### config.mk
export PLATFORM = sky130hd
export DESIGN_NAME = alc_top
export DESIGN_NICKNAME = d
export VERILOG_FILES = /design/src/alc_pkg.sv /design/src/alc_if.sv /design/src/alc_line.sv /design/src/alc_modem.sv /design/src/alc_top.sv
export VERILOG_INCLUDE_DIRS = /design/src
export SDC_FILE = /design/constraint.sdc
export NUM_CORES = 1
export LEC_CHECK = 0
export ABC_AREA = 1
export BUFFER_PORTS_ARGS = -buffer_cell sky130_fd_sc_hd__buf_4
export CELL_PAD_IN_SITES_DETAIL_PLACEMENT = 1
export CELL_PAD_IN_SITES_GLOBAL_PLACEMENT = 1
export CORE_ASPECT_RATIO = 1.4
export CORE_MARGIN = 3
export CORE_UTILIZATION = 35
export CTS_BUF_LIST = sky130_fd_sc_hd__clkbuf_8 sky130_fd_sc_hd__clkbuf_16
export DETAILED_ROUTE_END_ITERATION = 10
export PLACE_DENSITY = 0.71
export SETUP_SLACK_MARGIN = 0.2
export SYNTH_ARGS = -nofsm -noshare
export SYNTH_HDL_FRONTEND = slang
export SYNTH_SLANG_ARGS = --single-unit
### constraint.sdc
create_clock -name SYS_CLK -period 3.21 [get_ports SYS_CLK]
set_input_delay 0.321 -clock SYS_CLK [delete_from_list [all_inputs] [get_ports SYS_CLK]]
set_output_delay 0.321 -clock SYS_CLK [all_outputs]
set_load 0.02 [all_outputs]
### src/alc_defs.svh
// Constants for the asynchronous line control block.
// Assumes inclusion by bare name from every file that needs them.
`ifndef ALC_DEFS_SVH
`define ALC_DEFS_SVH

`define ALC_NLINES     8
`define ALC_MDM_LINES  2
`define ALC_MDM_IN_W   6
`define ALC_MDM_OUT_W  5
`define ALC_WORD_W     16

// Indirect data port offset from the base, byte address.
`define ALC_REG_OFS    4'hc
// Indices 8 to 15 select lines 0 to 7.
`define ALC_IDX_GRP    2'h1
`define ALC_IDX_HI     4
`define ALC_IDX_LO     3
`define ALC_LINE_HI    2

// Line control byte.
`define ALC_B_TXEN     0
`define ALC_B_AUTO     1
`define ALC_B_RXEN     2
`define ALC_B_BRK      3
`define ALC_B_FLUSH    4
`define ALC_B_DSCE     5
`define ALC_F_MNT_HI   7
`define ALC_F_MNT_LO   6
`define ALC_CTL_HI     7

// Modem output bits 12 to 8: request to send down to user output.
`define ALC_F_MDM_HI   12
`define ALC_F_MDM_LO   8

// A master reset keeps only the rate select bit.
`define ALC_MRST_KEEP  16'h0400
`define ALC_WORD_RST   16'h0000

`define ALC_MARK       1'b1
`define ALC_SPACE      1'b0

`endif

### src/alc_pkg.sv
// Types shared by the asynchronous line control modules.
// Assumes the constants header is available by bare name.
`include "alc_defs.svh"

package alc_pkg;

    typedef enum logic [1:0] {
        ALC_NORMAL = 2'b00,
        ALC_ECHO   = 2'b01,
        ALC_LOCAL  = 2'b10,
        ALC_REMOTE = 2'b11
    } alc_maint_e;

    typedef enum logic [0:0] {
        ALC_FL_IDLE = 1'b0,
        ALC_FL_WAIT = 1'b1
    } alc_flush_e;

    typedef struct packed {
        logic       tx_run;
        logic       xoff;
        logic       brk;
        logic       rx_en;
        logic       rx_discard;
        logic       flush_req;
        logic       dma_abort;
        logic       tx_intr;
        logic       clr_flush;
        alc_flush_e fl;
    } alc_line_s;

    typedef struct packed {
        logic [`ALC_MDM_LINES-1:0][`ALC_MDM_OUT_W-1:0] pins;
    } alc_mdm_s;

    typedef struct packed {
        logic [`ALC_NLINES-1:0][`ALC_WORD_W-1:0]      word;
        logic [`ALC_WORD_W-1:0]                       rdata;
        logic                                         ack;
        logic [`ALC_NLINES-1:0]                       rxd_s1;
        logic [`ALC_NLINES-1:0]                       rxd_s2;
        logic [`ALC_NLINES-1:0]                       txd;
        logic [`ALC_NLINES-1:0]                       rx_ser;
        logic [`ALC_NLINES-1:0]                       rx_store;
        logic [`ALC_MDM_LINES-1:0][`ALC_MDM_IN_W-1:0] m_s1;
        logic [`ALC_MDM_LINES-1:0][`ALC_MDM_IN_W-1:0] m_s2;
        logic [`ALC_MDM_LINES-1:0][`ALC_MDM_IN_W-1:0] m_prev;
        logic [`ALC_MDM_LINES-1:0]                    dsc;
        logic [`ALC_MDM_LINES-1:0]                    mload;
        logic [`ALC_NLINES-1:0]                       fl_start;
    } alc_top_s;

endpackage

### src/alc_if.sv
// Interfaces between the line control top and its line and modem modules.
// Assumes all three run on the same clock.
`timescale 1ns/1ps
`include "alc_defs.svh"

interface alc_ln_if;
    logic [`ALC_CTL_HI:0] ctl;
    logic                 flush_start;
    logic                 clr_flush;
    modport top  (output ctl, flush_start, input clr_flush);
    modport line (input ctl, flush_start, output clr_flush);
endinterface

interface alc_mdm_if;
    logic [`ALC_MDM_LINES-1:0][`ALC_MDM_OUT_W-1:0] bits;
    logic [`ALC_MDM_LINES-1:0]                     load;
    logic                                          init;
    logic [`ALC_MDM_LINES-1:0][`ALC_MDM_OUT_W-1:0] pins;
    modport top (output bits, load, init, input pins);
    modport mdm (input bits, load, init, output pins);
endinterface

### src/alc_line.sv
// Per-line transmit, receive and flush sequencing.
// Assumes busy, flow and done strobes come from logic on the same clock.
`timescale 1ns/1ps
`include "alc_defs.svh"

module alc_line
    import alc_pkg::*;
(
    input  wire logic clk,
    input  wire logic rst_b,
    alc_ln_if.line    lif,
    input  wire logic tx_busy,
    input  wire logic rx_active,
    input  wire logic rx_xoff,
    input  wire logic rx_xon,
    input  wire logic flush_done,
    output logic      tx_run,
    output logic      brk,
    output logic      rx_en,
    output logic      rx_discard,
    output logic      flush_req,
    output logic      dma_abort,
    output logic      tx_intr
);

    alc_line_s s;
    alc_line_s n;

    always_comb begin
        n            = s;
        n.rx_discard = 1'b0;
        n.flush_req  = 1'b0;
        n.dma_abort  = 1'b0;
        n.tx_intr    = 1'b0;
        n.clr_flush  = 1'b0;
        // A new XOFF in the same cycle as a release keeps the line stopped.
        if (!lif.ctl[`ALC_B_AUTO] || rx_xon) begin
            n.xoff = 1'b0;
        end
        if (lif.ctl[`ALC_B_AUTO] && rx_xoff) begin
            n.xoff = 1'b1;
        end
        // A character already on the wire always runs to its end; the silo is untouched.
        n.tx_run = (lif.ctl[`ALC_B_TXEN] & ~n.xoff) | (s.tx_run & tx_busy);
        n.brk    = lif.ctl[`ALC_B_BRK] & (s.brk | ~tx_busy);
        n.rx_en      = lif.ctl[`ALC_B_RXEN];
        n.rx_discard = s.rx_en & ~lif.ctl[`ALC_B_RXEN] & rx_active;
        unique case (s.fl)
            ALC_FL_IDLE: begin
                if (lif.flush_start) begin
                    n.flush_req = 1'b1;
                    n.dma_abort = 1'b1;
                    n.fl        = ALC_FL_WAIT;
                end
            end
            ALC_FL_WAIT: begin
                if (flush_done) begin
                    n.clr_flush = 1'b1;
                    n.tx_intr   = 1'b1;
                    n.fl        = ALC_FL_IDLE;
                end
            end
        endcase
    end

    always_ff @(posedge clk or negedge rst_b) begin
        if (!rst_b) begin
            s <= '0;
        end else begin
            s <= n;
        end
    end

    assign tx_run        = s.tx_run;
    assign brk           = s.brk;
    assign rx_en         = s.rx_en;
    assign rx_discard    = s.rx_discard;
    assign flush_req     = s.flush_req;
    assign dma_abort     = s.dma_abort;
    assign tx_intr       = s.tx_intr;
    assign lif.clr_flush = s.clr_flush;

endmodule

### src/alc_modem.sv
// Physical modem output latches for the lines that have a modem connection.
// Assumes load pulses arrive in the same cycle as the stored word changes.
`timescale 1ns/1ps
`include "alc_defs.svh"

module alc_modem
    import alc_pkg::*;
(
    input  wire logic clk,
    input  wire logic rst_b,
    alc_mdm_if.mdm    mif
);

    alc_mdm_s s;
    alc_mdm_s n;

    // Only a load or a bus initialize moves the pins; a master reset does not.
    always_comb begin
        n = s;
        for (int i = 0; i < `ALC_MDM_LINES; i++) begin
            if (mif.load[i]) begin
                n.pins[i] = mif.bits[i];
            end
        end
        if (mif.init) begin
            n.pins = '0;
        end
    end

    always_ff @(posedge clk or negedge rst_b) begin
        if (!rst_b) begin
            s <= '0;
        end else begin
            s <= n;
        end
    end

    assign mif.pins = s.pins;

endmodule

### src/alc_top.sv
// Line control and modem output words of an eight-line asynchronous multiplexer.
// Assumes bus strobes, initialize, master reset and datapath strobes share SYS_CLK;
// receive data and modem inputs come from pins and are synchronised here.
`timescale 1ns/1ps
`include "alc_defs.svh"

module alc_top
    import alc_pkg::*;
(
    input  wire logic                        SYS_CLK,
    input  wire logic                        RST_B,
    input  wire logic                        BUS_INIT,
    input  wire logic                        MASTER_RST,
    input  wire logic [3:0]                  REG_ADDR,
    input  wire logic [4:0]                  IND_ADDR,
    input  wire logic                        REG_RD,
    input  wire logic                        REG_WR,
    input  wire logic                        REG_WORD,
    input  wire logic [`ALC_WORD_W-1:0]      REG_WDATA,
    output logic      [`ALC_WORD_W-1:0]      REG_RDATA,
    output logic                             REG_ACK,
    input  wire logic [`ALC_NLINES-1:0]      TX_CHAR_BUSY,
    input  wire logic [`ALC_NLINES-1:0]      RX_CHAR_ACTIVE,
    input  wire logic [`ALC_NLINES-1:0]      RX_XOFF_SEEN,
    input  wire logic [`ALC_NLINES-1:0]      RX_XON_SEEN,
    input  wire logic [`ALC_NLINES-1:0]      TX_FLUSH_DONE,
    input  wire logic [`ALC_NLINES-1:0]      TXD_SER,
    input  wire logic [`ALC_NLINES-1:0]      RXD_PIN,
    input  wire logic [`ALC_MDM_IN_W-1:0]    MDM_IN_L0,
    input  wire logic [`ALC_MDM_IN_W-1:0]    MDM_IN_L1,
    output logic      [`ALC_NLINES-1:0]      TX_RUN,
    output logic      [`ALC_NLINES-1:0]      RX_ENABLE,
    output logic      [`ALC_NLINES-1:0]      RX_DISCARD,
    output logic      [`ALC_NLINES-1:0]      RX_STORE_EN,
    output logic      [`ALC_NLINES-1:0]      RX_SER,
    output logic      [`ALC_NLINES-1:0]      TXD_PIN,
    output logic      [`ALC_NLINES-1:0]      TX_SILO_FLUSH,
    output logic      [`ALC_NLINES-1:0]      TX_DMA_ABORT,
    output logic      [`ALC_NLINES-1:0]      TX_INTR,
    output logic      [`ALC_MDM_LINES-1:0]   DSC_ENTRY,
    output logic      [`ALC_MDM_LINES-1:0]   USER_TX,
    output logic      [`ALC_MDM_LINES-1:0]   DTR,
    output logic      [`ALC_MDM_LINES-1:0]   DSRS,
    output logic      [`ALC_MDM_LINES-1:0]   SRTS,
    output logic      [`ALC_MDM_LINES-1:0]   RTS
);

    ////////////////////////////////////////////////////////////////////////////
    // State and wiring.

    alc_top_s                s;
    alc_top_s                n;
    logic [`ALC_NLINES-1:0]  clr_w;
    logic [`ALC_NLINES-1:0]  brk_w;
    logic                    hit;
    logic [2:0]              sel;
    alc_maint_e              mode;

    alc_mdm_if mif ();

    ////////////////////////////////////////////////////////////////////////////
    // Register access, resets, synchronisers and line data steering.

    always_comb begin
        n          = s;
        n.ack      = 1'b0;
        n.mload    = '0;
        n.fl_start = '0;
        mode       = ALC_NORMAL;
        sel        = IND_ADDR[`ALC_LINE_HI:0];
        hit        = (REG_ADDR == `ALC_REG_OFS) && REG_WORD
                     && (IND_ADDR[`ALC_IDX_HI:`ALC_IDX_LO] == `ALC_IDX_GRP);

        // Pin inputs pass two flip-flops before anything reads them.
        n.rxd_s1  = RXD_PIN;
        n.rxd_s2  = s.rxd_s1;
        n.m_s1[0] = MDM_IN_L0;
        n.m_s1[1] = MDM_IN_L1;
        n.m_s2    = s.m_s1;
        n.m_prev  = s.m_s2;

        // The hardware clear of the flush bit yields to a host write in the same cycle.
        for (int i = 0; i < `ALC_NLINES; i++) begin
            if (clr_w[i]) begin
                n.word[i][`ALC_B_FLUSH] = 1'b0;
            end
        end

        // A read followed by a write of the same word forms a read-modify-write.
        if (hit && REG_RD) begin
            n.rdata = s.word[sel];
            n.ack   = 1'b1;
        end
        if (hit && REG_WR) begin
            n.word[sel] = REG_WDATA;
            n.ack       = 1'b1;
            n.fl_start[sel] = REG_WDATA[`ALC_B_FLUSH];
            if (sel < 3'(`ALC_MDM_LINES)) begin
                n.mload[sel[0]] = 1'b1;
            end
        end

        if (MASTER_RST) begin
            for (int i = 0; i < `ALC_NLINES; i++) begin
                n.word[i] = s.word[i] & `ALC_MRST_KEEP;
            end
            n.fl_start = '0;
            n.mload    = '0;
        end
        if (BUS_INIT) begin
            for (int i = 0; i < `ALC_NLINES; i++) begin
                n.word[i] = `ALC_WORD_RST;
            end
            n.fl_start = '0;
            n.mload    = '0;
        end

        for (int i = 0; i < `ALC_MDM_LINES; i++) begin
            n.dsc[i] = s.word[i][`ALC_B_DSCE] & (s.m_s2[i] != s.m_prev[i]);
        end

        for (int i = 0; i < `ALC_NLINES; i++) begin
            mode = alc_maint_e'(s.word[i][`ALC_F_MNT_HI:`ALC_F_MNT_LO]);
            unique case (mode)
                ALC_NORMAL: begin
                    n.txd[i]      = brk_w[i] ? `ALC_SPACE : TXD_SER[i];
                    n.rx_ser[i]   = s.rxd_s2[i];
                    n.rx_store[i] = 1'b1;
                end
                ALC_ECHO: begin
                    n.txd[i]      = s.rxd_s2[i];
                    n.rx_ser[i]   = s.rxd_s2[i];
                    n.rx_store[i] = 1'b1;
                end
                ALC_LOCAL: begin
                    n.txd[i]      = `ALC_MARK;
                    n.rx_ser[i]   = TXD_SER[i];
                    n.rx_store[i] = 1'b1;
                end
                ALC_REMOTE: begin
                    n.txd[i]      = s.rxd_s2[i];
                    n.rx_ser[i]   = s.rxd_s2[i];
                    n.rx_store[i] = 1'b0;
                end
            endcase
        end
    end

    always_ff @(posedge SYS_CLK or negedge RST_B) begin
        if (!RST_B) begin
            s        <= '0;
            s.rxd_s1 <= '1;
            s.rxd_s2 <= '1;
            s.txd    <= '1;
            s.rx_ser <= '1;
        end else begin
            s <= n;
        end
    end

    ////////////////////////////////////////////////////////////////////////////
    // Per-line sequencing.

    for (genvar g = 0; g < `ALC_NLINES; g++) begin : g_ln
        alc_ln_if lif ();

        assign lif.ctl         = s.word[g][`ALC_CTL_HI:0];
        assign lif.flush_start = s.fl_start[g];
        assign clr_w[g]        = lif.clr_flush;

        alc_line u_line (
            .clk        (SYS_CLK),
            .rst_b      (RST_B),
            .lif        (lif),
            .tx_busy    (TX_CHAR_BUSY[g]),
            .rx_active  (RX_CHAR_ACTIVE[g]),
            .rx_xoff    (RX_XOFF_SEEN[g]),
            .rx_xon     (RX_XON_SEEN[g]),
            .flush_done (TX_FLUSH_DONE[g]),
            .tx_run     (TX_RUN[g]),
            .brk        (brk_w[g]),
            .rx_en      (RX_ENABLE[g]),
            .rx_discard (RX_DISCARD[g]),
            .flush_req  (TX_SILO_FLUSH[g]),
            .dma_abort  (TX_DMA_ABORT[g]),
            .tx_intr    (TX_INTR[g])
        );
    end

    ////////////////////////////////////////////////////////////////////////////
    // Modem outputs for the connected lines.

    for (genvar g = 0; g < `ALC_MDM_LINES; g++) begin : g_mb
        assign mif.bits[g] = s.word[g][`ALC_F_MDM_HI:`ALC_F_MDM_LO];
        assign USER_TX[g]  = mif.pins[g][0];
        assign DTR[g]      = mif.pins[g][1];
        assign DSRS[g]     = mif.pins[g][2];
        assign SRTS[g]     = mif.pins[g][3];
        assign RTS[g]      = mif.pins[g][4];
    end
    assign mif.load = s.mload;
    assign mif.init = BUS_INIT;

    alc_modem u_modem (
        .clk   (SYS_CLK),
        .rst_b (RST_B),
        .mif   (mif)
    );

    ////////////////////////////////////////////////////////////////////////////
    // Outputs.

    assign REG_RDATA   = s.rdata;
    assign REG_ACK     = s.ack;
    assign RX_STORE_EN = s.rx_store;
    assign RX_SER      = s.rx_ser;
    assign TXD_PIN     = s.txd;
    assign DSC_ENTRY   = s.dsc;

endmodule

==> results.cfg <==
[timing]
fin_skew_ns = 0.02063
fmaxAchievable_mhz = 515.5
fin_tns_setup_ns = 0
period_share_pct = 60.43
min_period_ns = 1.940
hold_ws_ns = 0.01711
fin_ws_ns = 1.270
relSlewSlack_pct = 36.21
setup-violations-final = 0
hold_viol = 0
drv_slew = 0
worst_pin_slew_ns = 0.9569
rsz0062_at_grt = false

[routing]
drc = 0
first_pass_iters = 5
dr.first_iter.drc_count = 666
viasPerCell = 4.869
vias = 11100
wl_per_cell_um = 19.13
wirelength_mm = 43.59
ant_nets = 0

[worst_setup_path]
path_cells = buf_4 -> inv_2 -> nand3_1 -> nor2_4 -> inv_1 -> nand3_1 -> nand2_1
path_class = in2reg
cpPeakStageDelay_ns = 0.45
crit_path_end_kind = register
crit_arrival_ns = 2.36
cp_common_cell = nand3_1
critPathSlowestCell = nor2_4
path_max_fanout = 25
cp.required_ns = 3.63
cp-start-kind = input pin

[synthesis]
yosysMostFrequentCell = nand2_1
ys_ff_latch = 307
syn-num-nets = 1709
yosys_warnings = 0
synthesis.instances = 1609
synth_cell_types = 34
synth-edff-count = 0
post-synth-top-area-cell = dfrtp_1
yosys.area.top_type_share_pct = 49.98
netlist_area_um2 = 13770
synth_ff_type = dfrtp_1
ys_top_cells_by_area = dfrtp_1 (50%), nand2_1 (15%), nand3_1 (7.7%)
async_reset_ff_share_pct = 100.0
ys_seq_area_share_pct = 56.08
synth_common_cells = nand2_1 (540), dfrtp_1 (275), nand3_1 (213)
synth_area_per_cell_um2 = 8.558

[global_route]
grt_max_degree = 195
grtUsageMet2_pct = 37.85
antenna_found_initial = 1
grtUsageTotal_pct = 21.01
first_global_vias = 12020
grt_pass1_wl_mm = 68.73
grt-ovfl-total = 0
grt_util_met1_pct = 24.84
top_usage_layer = met2
grt_use_met3_pct = 3.604

[pwr]
p_leak_uw = 0.008796
ir_drop_uv = 371.9
power_density_nw_per_um2 = 505.6

[placed_design]
dp.final_hpwl_mm = 29.66
dp_cells = 2180
pre_cts_ws_ns = 0.7524
io_buffers = 200
gp_congestion = 0.8655

[floorplanning]
initial_core_util_pct = 35.67
core_um2 = 38610
io_pins = 201
die_x_um = 173.6
die_area_um2 = 41790
std_cell_rows = 85
die_h_um = 240.7

[cells_and_area]
n_antenna_cell = 0
syn_to_final_growth_pct = 20.01
final_nets = 1831
layout-drive-gt1-share_pct = 19.12
layoutNonFillerInstCount = 2279

[clock_network]
ctsResizeCount = 0
clkLatencyLatePin_ns = 0.54
clkTransAtPathRegs_ns = 0.06
clkSinkCount = 307
htreeDepth = 2
clockBufferDepth = 3
numCtsBuffers = 34
root_buffer = clkbuf_16
cts_tree = yes

[flow_run]
maxCapViolCount = 0

[hold_path]
hold_path_class = in2reg

[run_status]
outcome = completed
## cell families (layout without fill, tap and decap cells)
logic type	after synthesis	after routing	synth area share, %
AO/OA/AOI/OAI	105	105	4.080
flip-flops	307	307	56.08
buffers and inverters	309	457	11.71
AND/OR/NAND/NOR	881	881	27.66
XOR/XNOR	6	6	0.3816
multiplexers	1	1	0.08178
## per-layer routing
metal / vias to the layer above / share of wire (%)
met5: - / 0.025
met4: 2 / 4.3
met3: 88 / 4.2
met2: 264 / 51
met1: 5535 / 40
li1: 5208 / -
## sequential cells by signal (all words and copies together), names as in the netlist
register,cells
g_ln.u_line.lif.clr_flush,8
DSC_ENTRY,2
g_ln.u_line.rx_en,8
TXD_PIN,8
REG_RDATA,16
mif.bits,10
n,32
RX_STORE_EN,8
g_ln.u_line.rx_discard,8
g_ln.u_line.brk,8
g_ln.u_line.dma_abort,8
g_ln.u_line.s,16
g_ln.u_line.tx_run,8
s,74
g_ln.lif.flush_start,8
g_ln.lif.ctl,64
u_modem.mif.pins,10
REG_ACK,1
mif.load,2
RX_SER,8
## cell type report
class,instances,area (um^2)
fillers,4531,22080
flip-flops and latches,307,7722
well taps,522,653.1
repair buffers,254,2057
inverters,141,538.0
clock inverters,21,165.2
clock buffers,41,947.2
multi-input cells,993,4442
## metrics by stage
| stage | instance area (um^2) | total power (uW) | utilization, % |
|---|---|---|---|
| after floorplan | 13770 | 4202 | - |
| after global placement | 15040 | 4471 | 38.96 |
| after detailed placement | 15040 | 4484 | 38.96 |
| after CTS | 16520 | 8479 | 42.80 |
| after global routing | 16520 | 8677 | 42.80 |
| final | 16520 | 8355 | 42.80 |
## timing repair
action | CTS | global route
hold buffers | 37 | 0
endpoints found under the hold margin | 121 | 0
buffers inserted | 0 | 0
## where the power goes
part,internal [uW],switching [uW],leakage [uW]
sequential,3930,18.9,0.00405
clock,2270,1640,0.000584
combinational,168,327,0.00416
## layout by cell type, fill, tap and decap left out, drive strengths merged
| master | n |
|---|---|
| buf | 217 |
| dlygate4sd3 | 37 |
| dfstp | 32 |
| nand3 | 217 |
| mux2 | 1 |
| o21ai | 60 |
| xor2 | 6 |
| bufinv | 2 |
| nor3 | 7 |
| nor2 | 88 |
| clkinvlp | 2 |
| o22ai | 5 |
| inv | 152 |
| clkbuf | 41 |
| nand4 | 14 |
| o31ai | 8 |
| a21oi | 28 |
| nand2 | 542 |
| clkinv | 6 |
| dfrtp | 275 |
| nand3b | 7 |
| a21boi | 4 |
| or2 | 6 |
## path summary, 6_finish.rpt
kind	endpoint	startpoint	depth (start not counted)	slack, ns
worst min-delay path	g_ln[6].u_line.tx_run	TX_CHAR_BUSY[6]	3	0.02
max in group asynchronous	s[74]	RST_B	3	1.91
worst max register to register	REG_RDATA[11]	mif.bits[3]	8	1.68
min in group asynchronous	mif.load[0]	RST_B	2	0.40
worst min register to register	n[14]	n[26]	0	0.35
worst max-delay path	g_ln[1].lif.ctl[4]	IND_ADDR[2]	7	1.27
## worst max-delay path, delay by kind of cell
kind          cells  cell delay, ns
simple gates      4            0.92
buf+inv           3            1.08
No activity file was read; power rests on OpenSTA's default activity.
